**config.mk**
```make
export PLATFORM = sky130hd
export DESIGN_NAME = hlo_top
export DESIGN_NICKNAME = d
export VERILOG_FILES = /design/src/core/hlo_pkg.sv /design/src/core/hlo_port_if.sv /design/src/core/hlo_line_ctrl.sv /design/src/core/hlo_top.sv
export SDC_FILE = /design/constraint.sdc
export NUM_CORES = 1
export LEC_CHECK = 0
export BUFFER_PORTS_ARGS = -buffer_cell sky130_fd_sc_hd__buf_2
export CORE_ASPECT_RATIO = 0.8
export CORE_MARGIN = 3
export CORE_UTILIZATION = 35
export CTS_BUF_LIST = sky130_fd_sc_hd__clkbuf_8
export DETAILED_ROUTE_END_ITERATION = 6
export GPL_ROUTABILITY_DRIVEN = 0
export PLACE_DENSITY_LB_ADDON = 0.1
export SLEW_MARGIN = 20
export SYNTH_ARGS = -nofsm -noshare
export SYNTH_HDL_FRONTEND = slang
export SYNTH_SLANG_ARGS = --single-unit
```
**constraint.sdc**
```tcl
create_clock -name hclk -period 3.25 [get_ports hclk]
set_clock_uncertainty 0.2 [all_clocks]
set_input_delay 0.325 -clock hclk [delete_from_list [all_inputs] [get_ports hclk]]
set_output_delay 0.325 -clock hclk [all_outputs]
set_load 0.03 [all_outputs]
```
**src/core/hlo_pkg.sv**
```systemverilog
// package of constants for the handshake line output control block
package hlo_pkg;
    // register byte offsets on the bus
    localparam logic [3:0] HLO_PORT_A_DATA_OFF = 4'h0;
    localparam logic [3:0] HLO_PORT_A_CTRL_OFF = 4'h4;
    localparam logic [3:0] HLO_PORT_B_DATA_OFF = 4'h8;
    localparam logic [3:0] HLO_PORT_B_CTRL_OFF = 4'hC;
    // control register field positions
    localparam int HLO_EDGE_POL_BIT = 1;
    localparam int HLO_DATA_SEL_BIT = 2;
    localparam int HLO_LINE_LEVEL_BIT = 3;
    localparam int HLO_MODE_LO_BIT = 3;
    localparam int HLO_MODE_HI_BIT = 5;
    localparam int HLO_EDGE_FLAG_BIT = 7;
    // mode field encodings (bits five to three)
    localparam logic [2:0] HLO_MODE_HANDSHAKE = 3'h4;
    localparam logic [2:0] HLO_MODE_PULSE = 3'h5;
    localparam logic [2:0] HLO_MODE_MAN_LOW = 3'h6;
    localparam logic [2:0] HLO_MODE_MAN_HIGH = 3'h7;
    // reset values
    localparam logic [7:0] HLO_CTRL_RST = 8'h00;
    localparam logic [7:0] HLO_DATA_RST = 8'h00;
    localparam logic HLO_LINE_RST = 1'b1;
    // length of the strobe pulse in clock cycles
    localparam int HLO_PULSE_CYCLES = 1;
endpackage

```
**src/core/hlo_port_if.sv**
```systemverilog
// interface carrying one port's control and event signals
`timescale 1ns/100ps
interface hlo_port_if;
    logic [7:0] ctrl; // control register value
    logic edge_in; // first control line input
    logic access; // qualifying data access pulse
    logic edge_seen; // active edge detected pulse
    logic line; // second control line level
    modport core (input ctrl, input edge_in, input access, output edge_seen, output line);
    modport top (output ctrl, output edge_in, output access, input edge_seen, input line);
endinterface

```
**src/core/hlo_line_ctrl.sv**
```systemverilog
// per-port edge detect and second control line generator
`timescale 1ns/100ps
module hlo_line_ctrl
    import hlo_pkg::*;
(
    // clock and reset
    input wire logic hclk,
    input wire logic hresetn,
    // port signals
    hlo_port_if.core p
);
    logic edge_prev; // last sampled edge input
    logic next_edge_prev;
    logic line_q; // line level register
    logic next_line;
    logic edge_hit; // active edge this cycle
    logic [2:0] mode; // mode field

    // edge polarity from bit one
    always_comb begin
        mode = p.ctrl[HLO_MODE_HI_BIT:HLO_MODE_LO_BIT];
        next_edge_prev = p.edge_in;
        if (p.ctrl[HLO_EDGE_POL_BIT]) begin
            edge_hit = p.edge_in & ~edge_prev;
        end else begin
            edge_hit = ~p.edge_in & edge_prev;
        end
    end

    // line next value per mode
    always_comb begin
        next_line = line_q;
        case (mode)
            HLO_MODE_HANDSHAKE: begin
                // access clears, edge sets; clear wins if both
                if (p.access) begin
                    next_line = 1'b0;
                end else if (edge_hit) begin
                    next_line = 1'b1;
                end
            end
            HLO_MODE_PULSE: begin
                // one-cycle low after the access
                next_line = ~p.access;
            end
            HLO_MODE_MAN_LOW, HLO_MODE_MAN_HIGH: begin
                next_line = p.ctrl[HLO_LINE_LEVEL_BIT];
            end
            default: begin
                // input modes: line idles high
                next_line = 1'b1;
            end
        endcase
    end

    // registers
    always_ff @(posedge hclk or negedge hresetn) begin
        if (!hresetn) begin
            edge_prev <= 1'b0;
            line_q <= HLO_LINE_RST;
        end else begin
            edge_prev <= next_edge_prev;
            line_q <= next_line;
        end
    end

    assign p.line = line_q;
    assign p.edge_seen = edge_hit;
endmodule

```
**src/core/hlo_top.sv**
```systemverilog
// top: ahb-lite registers and two handshake line controllers
`timescale 1ns/100ps
// Function
// port A handshake: edge sets line high
// port A handshake: data read clears line
// port A pulse: one low cycle after read
// port A manual: line follows bit three
// port B handshake: data write clears line
// port B handshake: edge sets line high
// port B pulse: one low cycle after write
// port B manual: line follows bit three
// active edge sets control bit seven
// data read needs select zero, bit two set
// updates clocked, pulse starts next cycle; the output pins lag one more cycle through line_a_q and line_b_q
module hlo_top
    import hlo_pkg::*;
(
    // clock and reset
    input wire logic hclk,
    input wire logic hresetn,
    // ahb-lite slave
    input wire logic hsel,
    input wire logic [31:0] haddr,
    input wire logic [1:0] htrans,
    input wire logic hwrite,
    input wire logic [2:0] hsize,
    input wire logic [31:0] hwdata,
    input wire logic hready,
    output logic [31:0] hrdata,
    output logic hreadyout,
    output logic hresp,
    // peripheral lines
    input wire logic port_a_edge_input,
    input wire logic port_b_edge_input,
    output logic port_a_handshake_line,
    output logic port_b_handshake_line
);
    logic [7:0] port_a_control_reg; // port A control
    logic [7:0] port_b_control_reg; // port B control
    logic [7:0] port_a_output_reg; // port A data
    logic [7:0] port_b_output_reg; // port B data
    logic [7:0] next_ctrl_a, next_ctrl_b, next_data_a, next_data_b;
    logic wr_pend; // pending write data phase
    logic [3:0] wr_off; // latched write offset
    logic next_wr_pend;
    logic [3:0] next_wr_off;
    logic [31:0] next_hrdata;
    logic rd_a_data, wr_b_data, rd_ctrl_a, rd_ctrl_b; // decoded events
    logic addr_ok; // valid address phase
    logic [3:0] off; // address offset
    logic line_a_q, line_b_q; // output registers

    hlo_port_if pa();
    hlo_port_if pb();

    // address phase decode
    always_comb begin
        addr_ok = hsel & hready & htrans[1];
        off = haddr[3:0];
        // data read with select zero and bit two set
        rd_a_data = addr_ok & ~hwrite & (off == HLO_PORT_A_DATA_OFF) & port_a_control_reg[HLO_DATA_SEL_BIT];
        rd_ctrl_a = addr_ok & ~hwrite & (off == HLO_PORT_A_CTRL_OFF);
        rd_ctrl_b = addr_ok & ~hwrite & (off == HLO_PORT_B_CTRL_OFF);
        // write of port B data, select bit two set
        wr_b_data = wr_pend & (wr_off == HLO_PORT_B_DATA_OFF) & port_b_control_reg[HLO_DATA_SEL_BIT];
        next_wr_pend = addr_ok & hwrite;
        next_wr_off = off;
    end

    // read data, captured at address phase for next-cycle data phase
    always_comb begin
        next_hrdata = 32'h0000_0000;
        if (addr_ok & ~hwrite) begin
            case (off)
                HLO_PORT_A_DATA_OFF: next_hrdata = {24'h00_0000, port_a_output_reg};
                HLO_PORT_A_CTRL_OFF: next_hrdata = {24'h00_0000, port_a_control_reg};
                HLO_PORT_B_DATA_OFF: next_hrdata = {24'h00_0000, port_b_output_reg};
                HLO_PORT_B_CTRL_OFF: next_hrdata = {24'h00_0000, port_b_control_reg};
                default: next_hrdata = 32'h0000_0000;
            endcase
        end
    end

    // register next values; flag set beats data read clear
    always_comb begin
        next_ctrl_a = port_a_control_reg;
        next_ctrl_b = port_b_control_reg;
        next_data_a = port_a_output_reg;
        next_data_b = port_b_output_reg;
        // flag cleared by reading port data
        if (rd_a_data) begin
            next_ctrl_a[HLO_EDGE_FLAG_BIT] = 1'b0;
        end
        if (wr_pend) begin
            case (wr_off)
                HLO_PORT_A_DATA_OFF: next_data_a = hwdata[7:0];
                HLO_PORT_B_DATA_OFF: next_data_b = hwdata[7:0];
                HLO_PORT_A_CTRL_OFF: next_ctrl_a[6:0] = hwdata[6:0];
                HLO_PORT_B_CTRL_OFF: next_ctrl_b[6:0] = hwdata[6:0];
                default: ;
            endcase
        end
        // flag cleared by port B data read
        if (addr_ok & ~hwrite & (off == HLO_PORT_B_DATA_OFF) & port_b_control_reg[HLO_DATA_SEL_BIT]) begin
            next_ctrl_b[HLO_EDGE_FLAG_BIT] = 1'b0;
        end
        // edge sets flag regardless of bit zero
        if (pa.edge_seen) begin
            next_ctrl_a[HLO_EDGE_FLAG_BIT] = 1'b1;
        end
        if (pb.edge_seen) begin
            next_ctrl_b[HLO_EDGE_FLAG_BIT] = 1'b1;
        end
    end

    // register state
    always_ff @(posedge hclk or negedge hresetn) begin
        if (!hresetn) begin
            port_a_control_reg <= HLO_CTRL_RST;
            port_b_control_reg <= HLO_CTRL_RST;
            port_a_output_reg <= HLO_DATA_RST;
            port_b_output_reg <= HLO_DATA_RST;
            wr_pend <= 1'b0;
            wr_off <= 4'h0;
            hrdata <= 32'h0000_0000;
            hreadyout <= 1'b1;
            hresp <= 1'b0;
            line_a_q <= HLO_LINE_RST;
            line_b_q <= HLO_LINE_RST;
        end else begin
            port_a_control_reg <= next_ctrl_a;
            port_b_control_reg <= next_ctrl_b;
            port_a_output_reg <= next_data_a;
            port_b_output_reg <= next_data_b;
            wr_pend <= next_wr_pend;
            wr_off <= next_wr_off;
            hrdata <= next_hrdata;
            hreadyout <= 1'b1;
            hresp <= 1'b0;
            line_a_q <= pa.line;
            line_b_q <= pb.line;
        end
    end

    // connect port controllers
    assign pa.ctrl = port_a_control_reg;
    assign pa.edge_in = port_a_edge_input;
    assign pa.access = rd_a_data;
    assign pb.ctrl = port_b_control_reg;
    assign pb.edge_in = port_b_edge_input;
    assign pb.access = wr_b_data;

    hlo_line_ctrl u_line_a (
        .hclk(hclk),
        .hresetn(hresetn),
        .p(pa.core)
    );

    hlo_line_ctrl u_line_b (
        .hclk(hclk),
        .hresetn(hresetn),
        .p(pb.core)
    );

    // outputs straight from flip-flops
    always_comb begin
        port_a_handshake_line = line_a_q;
        port_b_handshake_line = line_b_q;
    end
endmodule

```
==> Word level (Yosys, flattened, before mapping) <==
Cells that the tools add are included.
{ "word_totals": {"in_bits": 76, "elab_cells": 76, "out_inout_bits": 36, "ff_bits": 75} }
{ "classes": {"n_eq_ne": 16, "n_reduce_logical": 10, "bitwise_logic": 21, "n_mux": 14} }
{ "op_table": {"columns": ["operator", "count"], "rows": [
  ["one-hot mux 8 bit (4 select lines)", 1],
  ["== test 3 bit, second input constant", 8],
  ["== test 4 bit, second input constant", 4],
  ["AND 1 bit", 14],
  ["2-to-1 mux 1 bit", 10],
  ["== test 4 x 3 -> 1 bit, second input constant", 2],
  ["zero test 4 bit", 2],
  ["2-to-1 mux 8 bit", 1],
  ["AND reduction 2 bit", 4],
  ["inverter 1 bit", 7],
  ["!= test 3 x 2 -> 1 bit, second input constant", 2],
  ["one-hot mux 1 bit (3 select lines)", 2],
  ["nonzero test 2 bit", 2],
  ["OR reduction 2 bit", 2]
]} }

==> Logic depth before layout (Yosys ltp) <==
Gate-level depths: netlist (run 1).
{ "depth": {"depth_word": 7, "mapped_depth": 4, "depth_no_buf": 3} }

==> Hierarchy <==
A second synthesis (run 1) with hierarchy kept.
{ "hier_totals": {"cells_unflattened": 179, "hier_area_um2": 2356.0} }
{ "by_module_without_submodules": {"columns": ["module", "area_each_um2", "cells_each", "seq_area_each_um2", "n_inst"], "rows": [
  ["hlo_top", 2140.8, 159, 1178.6, 1],
  ["hlo_line_ctrl", 107.6, 10, 51.3, 2]
]} }

==> Worst setup path after synthesis (run 1) <==
No wires, ideal clock.
{ "synth_timing": {"path_kind": "reg-to-reg", "from": "register wr_off[1]", "to": "register port_a_output_reg[0]", "period_less_slack_ns": 1.653, "required_time_ns": 2.925, "stages_incl_launch_ff": 5, "path_slack_ns": 1.597, "arrival_time_ns": 1.328, "path_buffers": 1, "setup_time_ns": 0.125, "cell_sequence": "dfrtp_1 nor4b_2 and2b_1 buf_4 mux2_2"} }
{ "synth_via": {"elab_chain_len": 2} }
{ "synth_lines": {"columns": ["item", "line_no", "text"], "rows": [
  ["from (decl)", "hlo_top.sv:44", "logic [3:0] wr_off;"],
  ["from (signal assigned)", "hlo_top.sv:136", "wr_off <= next_wr_off;"],
  ["zero test 4 bit", "hlo_top.sv:95", "case (wr_off)"],
  ["AND reduction 2 bit (no source line)", null, null],
  ["to (signal assigned)", "hlo_top.sv:133", "port_a_output_reg <= next_data_a;"],
  ["to (decl)", "hlo_top.sv:40", "logic [7:0] port_a_output_reg;"]
]} }
No other way between the ends.
A chain may end at the register's enable or synchronous reset.

==> Worst setup path in the final report (run 1) <==
{ "layout_timing": {"from": "register wr_off[1]", "to": "register port_a_output_reg[6]"} }
The elaborated chain is that of the path after synthesis.

==> results of run 1 <==
==> cell usage in the layout (no fill, tap or decap), drive strengths merged, types with 2 or more instances in the layout <==
cell type / count
a22oi: 3
mux2: 36
a2111oi: 2
a21oi: 4
clkbuf: 5
and3b: 4
dfstp: 4
and4b: 4
a221o: 2
buf: 29
nand2: 4
a222oi: 4
nor2: 6
nand3: 2
dlygate4sd3: 3
nor4b: 4
dfrtp: 47
nor3b: 2
clkinv: 3
conb: 26
o21ai: 4
nor2b: 6
==> kinds of logic (layout without fill, tap and decap cells) <==
logic type | after synthesis | count (layout)
AO/OA/AOI/OAI | 20 | 20
buffers and inverters | 30 | 40
flip-flops | 51 | 51
multiplexers | 36 | 36
other | 2 | 26
AND/OR/NAND/NOR | 38 | 38
==> metal layers <==
layer | part of all wire | global-route usage | wire length, µm | vias to the layer above
met4 | 0.010 | 0.0409 | 52 | 0
met3 | 0.050 | 0.0306 | 251 | 5
met1 | 0.50 | 0.198 | 2520 | 737
li1 | - | - | - | 659
met2 | 0.44 | 0.207 | 2230 | 44
met5 | 0 | 0 | 0 | -
==> power breakdown <==
part           switching (µW)  internal, µW  total (µW)
clock network             205           148         353
registers                34.2           681         715
logic                    95.1          63.4         159
total                     335           892        1230
==> cells in the mapped netlist <==
| cell | number | area share |
|---|---|---|
| a222oi_1 | 4 | 0.017 |
| a2111oi_0 | 2 | 0.0074 |
| nor4b_4 | 1 | 0.010 |
| buf_4 | 28 | 0.088 |
| nor2_1 | 6 | 0.0094 |
| nor3b_1 | 2 | 0.0063 |
| dfstp_2 | 4 | 0.044 |
| nor4b_1 | 2 | 0.0074 |
| mux2_2 | 32 | 0.15 |
| nand3_1 | 2 | 0.0042 |
| nor2b_1 | 6 | 0.016 |
| nand2_2 | 1 | 0.0026 |
| nand4_1 | 1 | 0.0026 |
| and2b_1 | 1 | 0.0032 |
| dfrtp_1 | 47 | 0.49 |
| mux2_4 | 4 | 0.025 |
| a22oi_1 | 3 | 0.0094 |
| and4b_1 | 4 | 0.017 |
| and4_1 | 1 | 0.0037 |
| a21oi_1 | 4 | 0.0084 |
| conb_1 | 2 | 0.0032 |
| a32oi_1 | 1 | 0.0037 |
| buf_2 | 1 | 0.0021 |
| a221o_1 | 2 | 0.0084 |
| and3b_1 | 4 | 0.015 |
| nor4b_2 | 1 | 0.0063 |
| buf_6 | 1 | 0.0047 |
| o21ai_0 | 4 | 0.0084 |
| nor3_1 | 1 | 0.0021 |
| and4bb_4 | 1 | 0.0068 |
| nor4_4 | 1 | 0.0089 |
| nand2_1 | 3 | 0.0047 |
==> through the flow <==
step            util  hold WS (ns)  cell area, µm²  total power (µW)
2_1_floorplan      -        -0.171            2470               852
3_3_place_gp   0.384         0.154            2500               878
3_5_place_dp   0.384         0.157            2500               885
4_1_cts        0.400        0.0154            2600              1240
5_1_grt        0.402        0.0155            2610              1290
6_report       0.402        0.0290            2610              1230
==> final cells by class <==
cell class | count | area share
Tap cell | 84 | 0.0402
Clock buffer | 5 | 0.0263
Multi-Input combinational cell | 120 | 0.370
Clock inverter | 3 | 0.00574
Timing Repair Buffer | 32 | 0.0680
Sequential cell | 51 | 0.490
==> worst min path at each step <==
stage,to,slack (ns),start,depth (start not counted)
final,wr_off[0]$_DFF_PN0_,0.03,haddr[0],1
after global placement,port_b_handshake_line$_DFF_PN1_,0.15,u_line_b.p.line$_DFFE_PN1P_,0
after floorplan,hrdata[0]$_DFF_PN0_,-0.17,hresetn,0
after CTS,wr_off[0]$_DFF_PN0_,0.02,haddr[0],1
after detailed placement,port_b_handshake_line$_DFF_PN1_,0.16,u_line_b.p.line$_DFFE_PN1P_,0
after global routing,wr_off[1]$_DFF_PN0_,0.02,haddr[1],1
==> critical path: cells and delay by family (launching register included) <==
kind | cells | cell delay [ns]
and+or+nand+nor | 2 | 0.87
muxes | 1 | 0.39
DFF | 1 | 0.40
==> repair_timing <==
| item | 4_1_cts | 5_1_grt |
|---|---|---|
| endpoints found under the setup margin | 0 | 0 |
| hold buffers | 2 | 1 |
| hold endpoints to repair | 2 | 47 |
==> metrics, run 1 <==
Startpoint Class=flop; ANT nets after route=0; synthesis-to-layout area growth=9.66%; Setup Buffers After CTS=0; Synth Area in Adders=0; clk sinks=51; critical path's largest stage delay=0.49 ns; Avg Inst Size Synth=13.5 µm²; Filler cells=637; pre-CTS setup slack=1.27 ns; Relative slew margins=0.424; clock latency on the worst-skew pair=0.30 ns; WL final=5.05 mm; xor-xnor portion of the synthesized cell area=0; CP Class=flop to flop; Synth Area in Compound Gates=0.0625; die area=7840 µm²; vias in the first global route=1468; Leakage=0.00121 µW; largest net degree at the start of global routing=52; Inserted Clock Buffers=5; critical path, cell by cell=nor4b_2, and2b_1, mux2_2; FF+latch count, synth=51; Starting Density=0.366; routed via count=1445; Crit Path Max Fanout=8; Detailed Place HPWL=3.51 mm; H-tree depth=2; synthesized instance count=177; sequential fraction of the synthesis area=0.538; PD cells=469 nW/µm²; peak supply drop=0.163 mV; global-route wire length before repair=8.15 mm; Setup crit start=wr_off[1]$_DFF_PN0_; Total Neg Setup Slack=0 ns; n_diodes=0; Die Ht=79.8 µm; dpl cells=284; Total GRT Usage=0.137; per-cell routed wire length=17.1 µm; setup ws final=1.28 ns; Rows=26; Final Non-Filler Cells=295; share of layout cells above drive strength 1=0.389; Setup crit end kind=flop; Reg area=1280 µm²; Worst Max-Slew Pin Slew=0.857 ns; number of warnings issued by yosys=0; Critical path destination=port_a_output_reg[6]$_DFFE_PN0P_; r2r setup slk=1.28 ns; post-synthesis mux area share=0.176; RR Startpoint=wr_off[1]$_DFF_PN0_; Via density=4.90; synth unique cells=32; grt total ovfl=0; Hold WC Path Type=primary input to flop; Worst-path clk slew=0.09 ns; status=finished, final reports clean; IO Pins=112; maxcap violations=0; final hold vios=0; fin crit share=0.606; max-slew violations=0; Multi-input gate area=966 µm²; CTS tree=yes; CTS root buffer=clkbuf_8; die width=98.3 µm; total core area=6510 µm²; # port buffers=29; r2r endpoint=port_a_output_reg[6]$_DFFE_PN0P_; setup violators final=0; data required time at the worst endpoint=3.24 ns; post_cts resized=0; first-pass detailed-route iteration total=5; Peak Freq=508 MHz; initial antenna violation count=0; Remaining DRCs=0; Arr. time, crit path=1.96 ns; Max stage delay cell, worst path=and2b_1; largest family of logic cells by synthesized area=multiplexers; mapped cell area=2380 µm²; Tmin final=1.97 ns; RSZ-0062 raised after global routing=false; Iter 0 DRT Violations=45; nets@finish=286; CTS Buffer Depth=2; Register-to-Register Path Depth=3; Simple-Gate Fraction of Synth Area=0.125
Power figures use the tool's default switching activity.
==> run 2, diff against run 1 <==
Clock period 3.25 ns to 1.6 ns, I/O delays scaled along.
==> metrics, run 2 (same netlist as run 1, synthesis figures left out) <==
largest net degree at the start of global routing=52 (unchanged); Remaining DRCs=0 (unchanged); Top Family by Delay on Critical Path=simple AND/OR/NAND/NOR gates; sequential share of power=0.524 (-0.059); Die Ht=79.8 µm (unchanged); Peak Freq=583 MHz (+15%); peak supply drop=0.411 mV (+150%); final hold vios=0 (unchanged); setup violators final=22 (+22); synthesis-to-layout area growth=26.1%; Arr. time, crit path=1.71 ns (-0.25 ns); max-slew violations=0 (unchanged); most frequent cells in the layout=dfrtp_1 (46), buf_2 (29), conb_1 (26); hold_ws=0.101 ns (+0.0717 ns); Inserted Clock Buffers=5 (unchanged); fin crit share=1.07 (+0.466); clock latency on the worst-skew pair=0.30 ns (about the same); CP Class=flop to flop; n_diodes=0 (unchanged); Worst-path clk slew=0.09 ns (about the same); Crit Path Max Fanout=8 (unchanged); Critical path buffers and inverters=1 (+1); Max stage delay cell, worst path=dfrtp_1; Int Pwr=2080 µW (+130%); nets@finish=313 (+9.4%); WL final=5.46 mm (+8.1%); vias in the first global route=1620 (+10%); PD cells=924 nW/µm² (+97%); share of layout cells above drive strength 1=0.416 (+0.0273); Rows=26 (unchanged); first-pass detailed-route iteration total=4 (-1); global-route wire length before repair=8.65 mm (+6.1%); Hold WC Path Type=primary input to flop; maxcap violations=0 (unchanged); die area=7840 µm² (unchanged); total core area=6510 µm² (unchanged); Total GRT Usage=0.145 (+0.00804); Detailed Place HPWL=3.76 mm (+7.3%); per-cell routed wire length=17.0 µm (-0.95%); Pwr Total=2780 µW (+130%); Startpoint Class=flop; most common cell after layout, fill and taps aside=dfrtp_1; setup ws final=-0.116 ns (-1.40 ns); routed via count=1565 (+8.3%); Comb pwr share=0.144 (+0.015); status=finished, violations left; Leakage=0.00138 µW (+14%); clk sinks=51 (unchanged); initial antenna violation count=0 (unchanged); clock share of power=0.332 (+0.044); Filler cells=595 (-6.6%); data required time at the worst endpoint=1.59 ns (-1.65 ns); failing checks=setup timing; Via density=4.86 (-0.78%); ANT nets after route=0 (unchanged); RSZ-0062 raised after global routing=true; Psw=699 µW (+110%); # port buffers=29 (unchanged); Tmin final=1.72 ns (-0.254 ns); Iter 0 DRT Violations=95 (+110%); critical path's largest stage delay=0.42 ns (-0.07 ns); grt total ovfl=0 (unchanged); Switching Share=0.252 (-0.0211); CTS tree=yes; CTS Buffer Depth=2 (unchanged); Starting Density=0.366 (unchanged); Setup crit end kind=flop; IO Pins=112 (unchanged); H-tree depth=2 (unchanged); die width=98.3 µm (unchanged); CTS root buffer=clkbuf_8; critical path, cell by cell=nor4b_4, and2b_2, buf_12, mux2_4
-- run 2: routing by layer --
| layer | global-route usage | part of all wire | vias up | routed length, µm |
|---|---|---|---|---|
| li1 | - | - | 713 | - |
| met1 | 0.192 | 0.45 | 784 | 2440 |
| met2 | 0.240 | 0.48 | 59 | 2640 |
| met3 | 0.0323 | 0.057 | 9 | 310 |
| met4 | 0.0450 | 0.014 | 0 | 76 |
| met5 | 0 | 0 | - | 0 |
-- run 2: area by class of cell --
cell class                 instances  area, µm²  share of cell area
timing repair buffer              59        448               0.149
clock buffer                       6       82.6              0.0275
clock inverter                     2       35.0              0.0117
sequential                        51       1280               0.427
multi-input combinational        120       1050               0.350
tap                               84        105              0.0350
-- run 2: stage by stage --
stage / TNS [ns] / cells / worst slack, ns / instance area (µm²) / util
2_1_floorplan: -0.217 / 201 / -0.0272 / 2520 / -
3_3_place_gp: -0.974 / 296 / -0.118 / 2660 / 0.409
3_5_place_dp: -1.35 / 296 / -0.146 / 2660 / 0.409
4_1_cts: -0.866 / 322 / -0.113 / 3000 / 0.461
5_1_grt: -2.17 / 322 / -0.159 / 3010 / 0.462
6_report: -1.00 / 322 / -0.116 / 3010 / 0.462
-- run 2: repair_timing --
| item | in CTS | in global routing |
|---|---|---|
| endpoints found under the hold margin | 87 | 0 |
| resized for setup | 10 | 3 |
| hold buffers | 16 | 0 |
| pin swaps | 3 | 2 |
| setup buffers | 2 | 1 |
| setup endpoints to repair | 23 | 24 |
-- run 2: final timing paths --
| check | from | to | cells past startpoint | slack (ns) |
|---|---|---|---|---|
| min in group asynchronous | hresetn | port_a_output_reg[5]$_DFFE_PN0P_ | 3 | 0.16 |
| max in group asynchronous | hresetn | u_line_b.p.line$_DFFE_PN1P_ | 3 | 0.76 |
| min | haddr[2] | wr_off[2]$_DFF_PN0_ | 2 | 0.10 |
| max | wr_off[2]$_DFF_PN0_ | port_a_output_reg[0]$_DFFE_PN0P_ | 4 | -0.12 |
| min reg2reg | u_line_a.p.line$_DFFE_PN1P_ | port_a_handshake_line$_DFF_PN1_ | 0 | 0.17 |
| max reg2reg | wr_off[2]$_DFF_PN0_ | port_a_output_reg[0]$_DFFE_PN0P_ | 4 | -0.12 |
-- run 2: power by group through the flow --
stage / registers [µW] / clock network (µW) / logic, µW
2_1_floorplan: 1460 / 0 / 282
3_3_place_gp: 1470 / 0 / 347
3_5_place_dp: 1480 / 0 / 356
4_1_cts: 1450 / 956 / 398
5_1_grt: 1470 / 1010 / 432
6_report: 1450 / 923 / 400
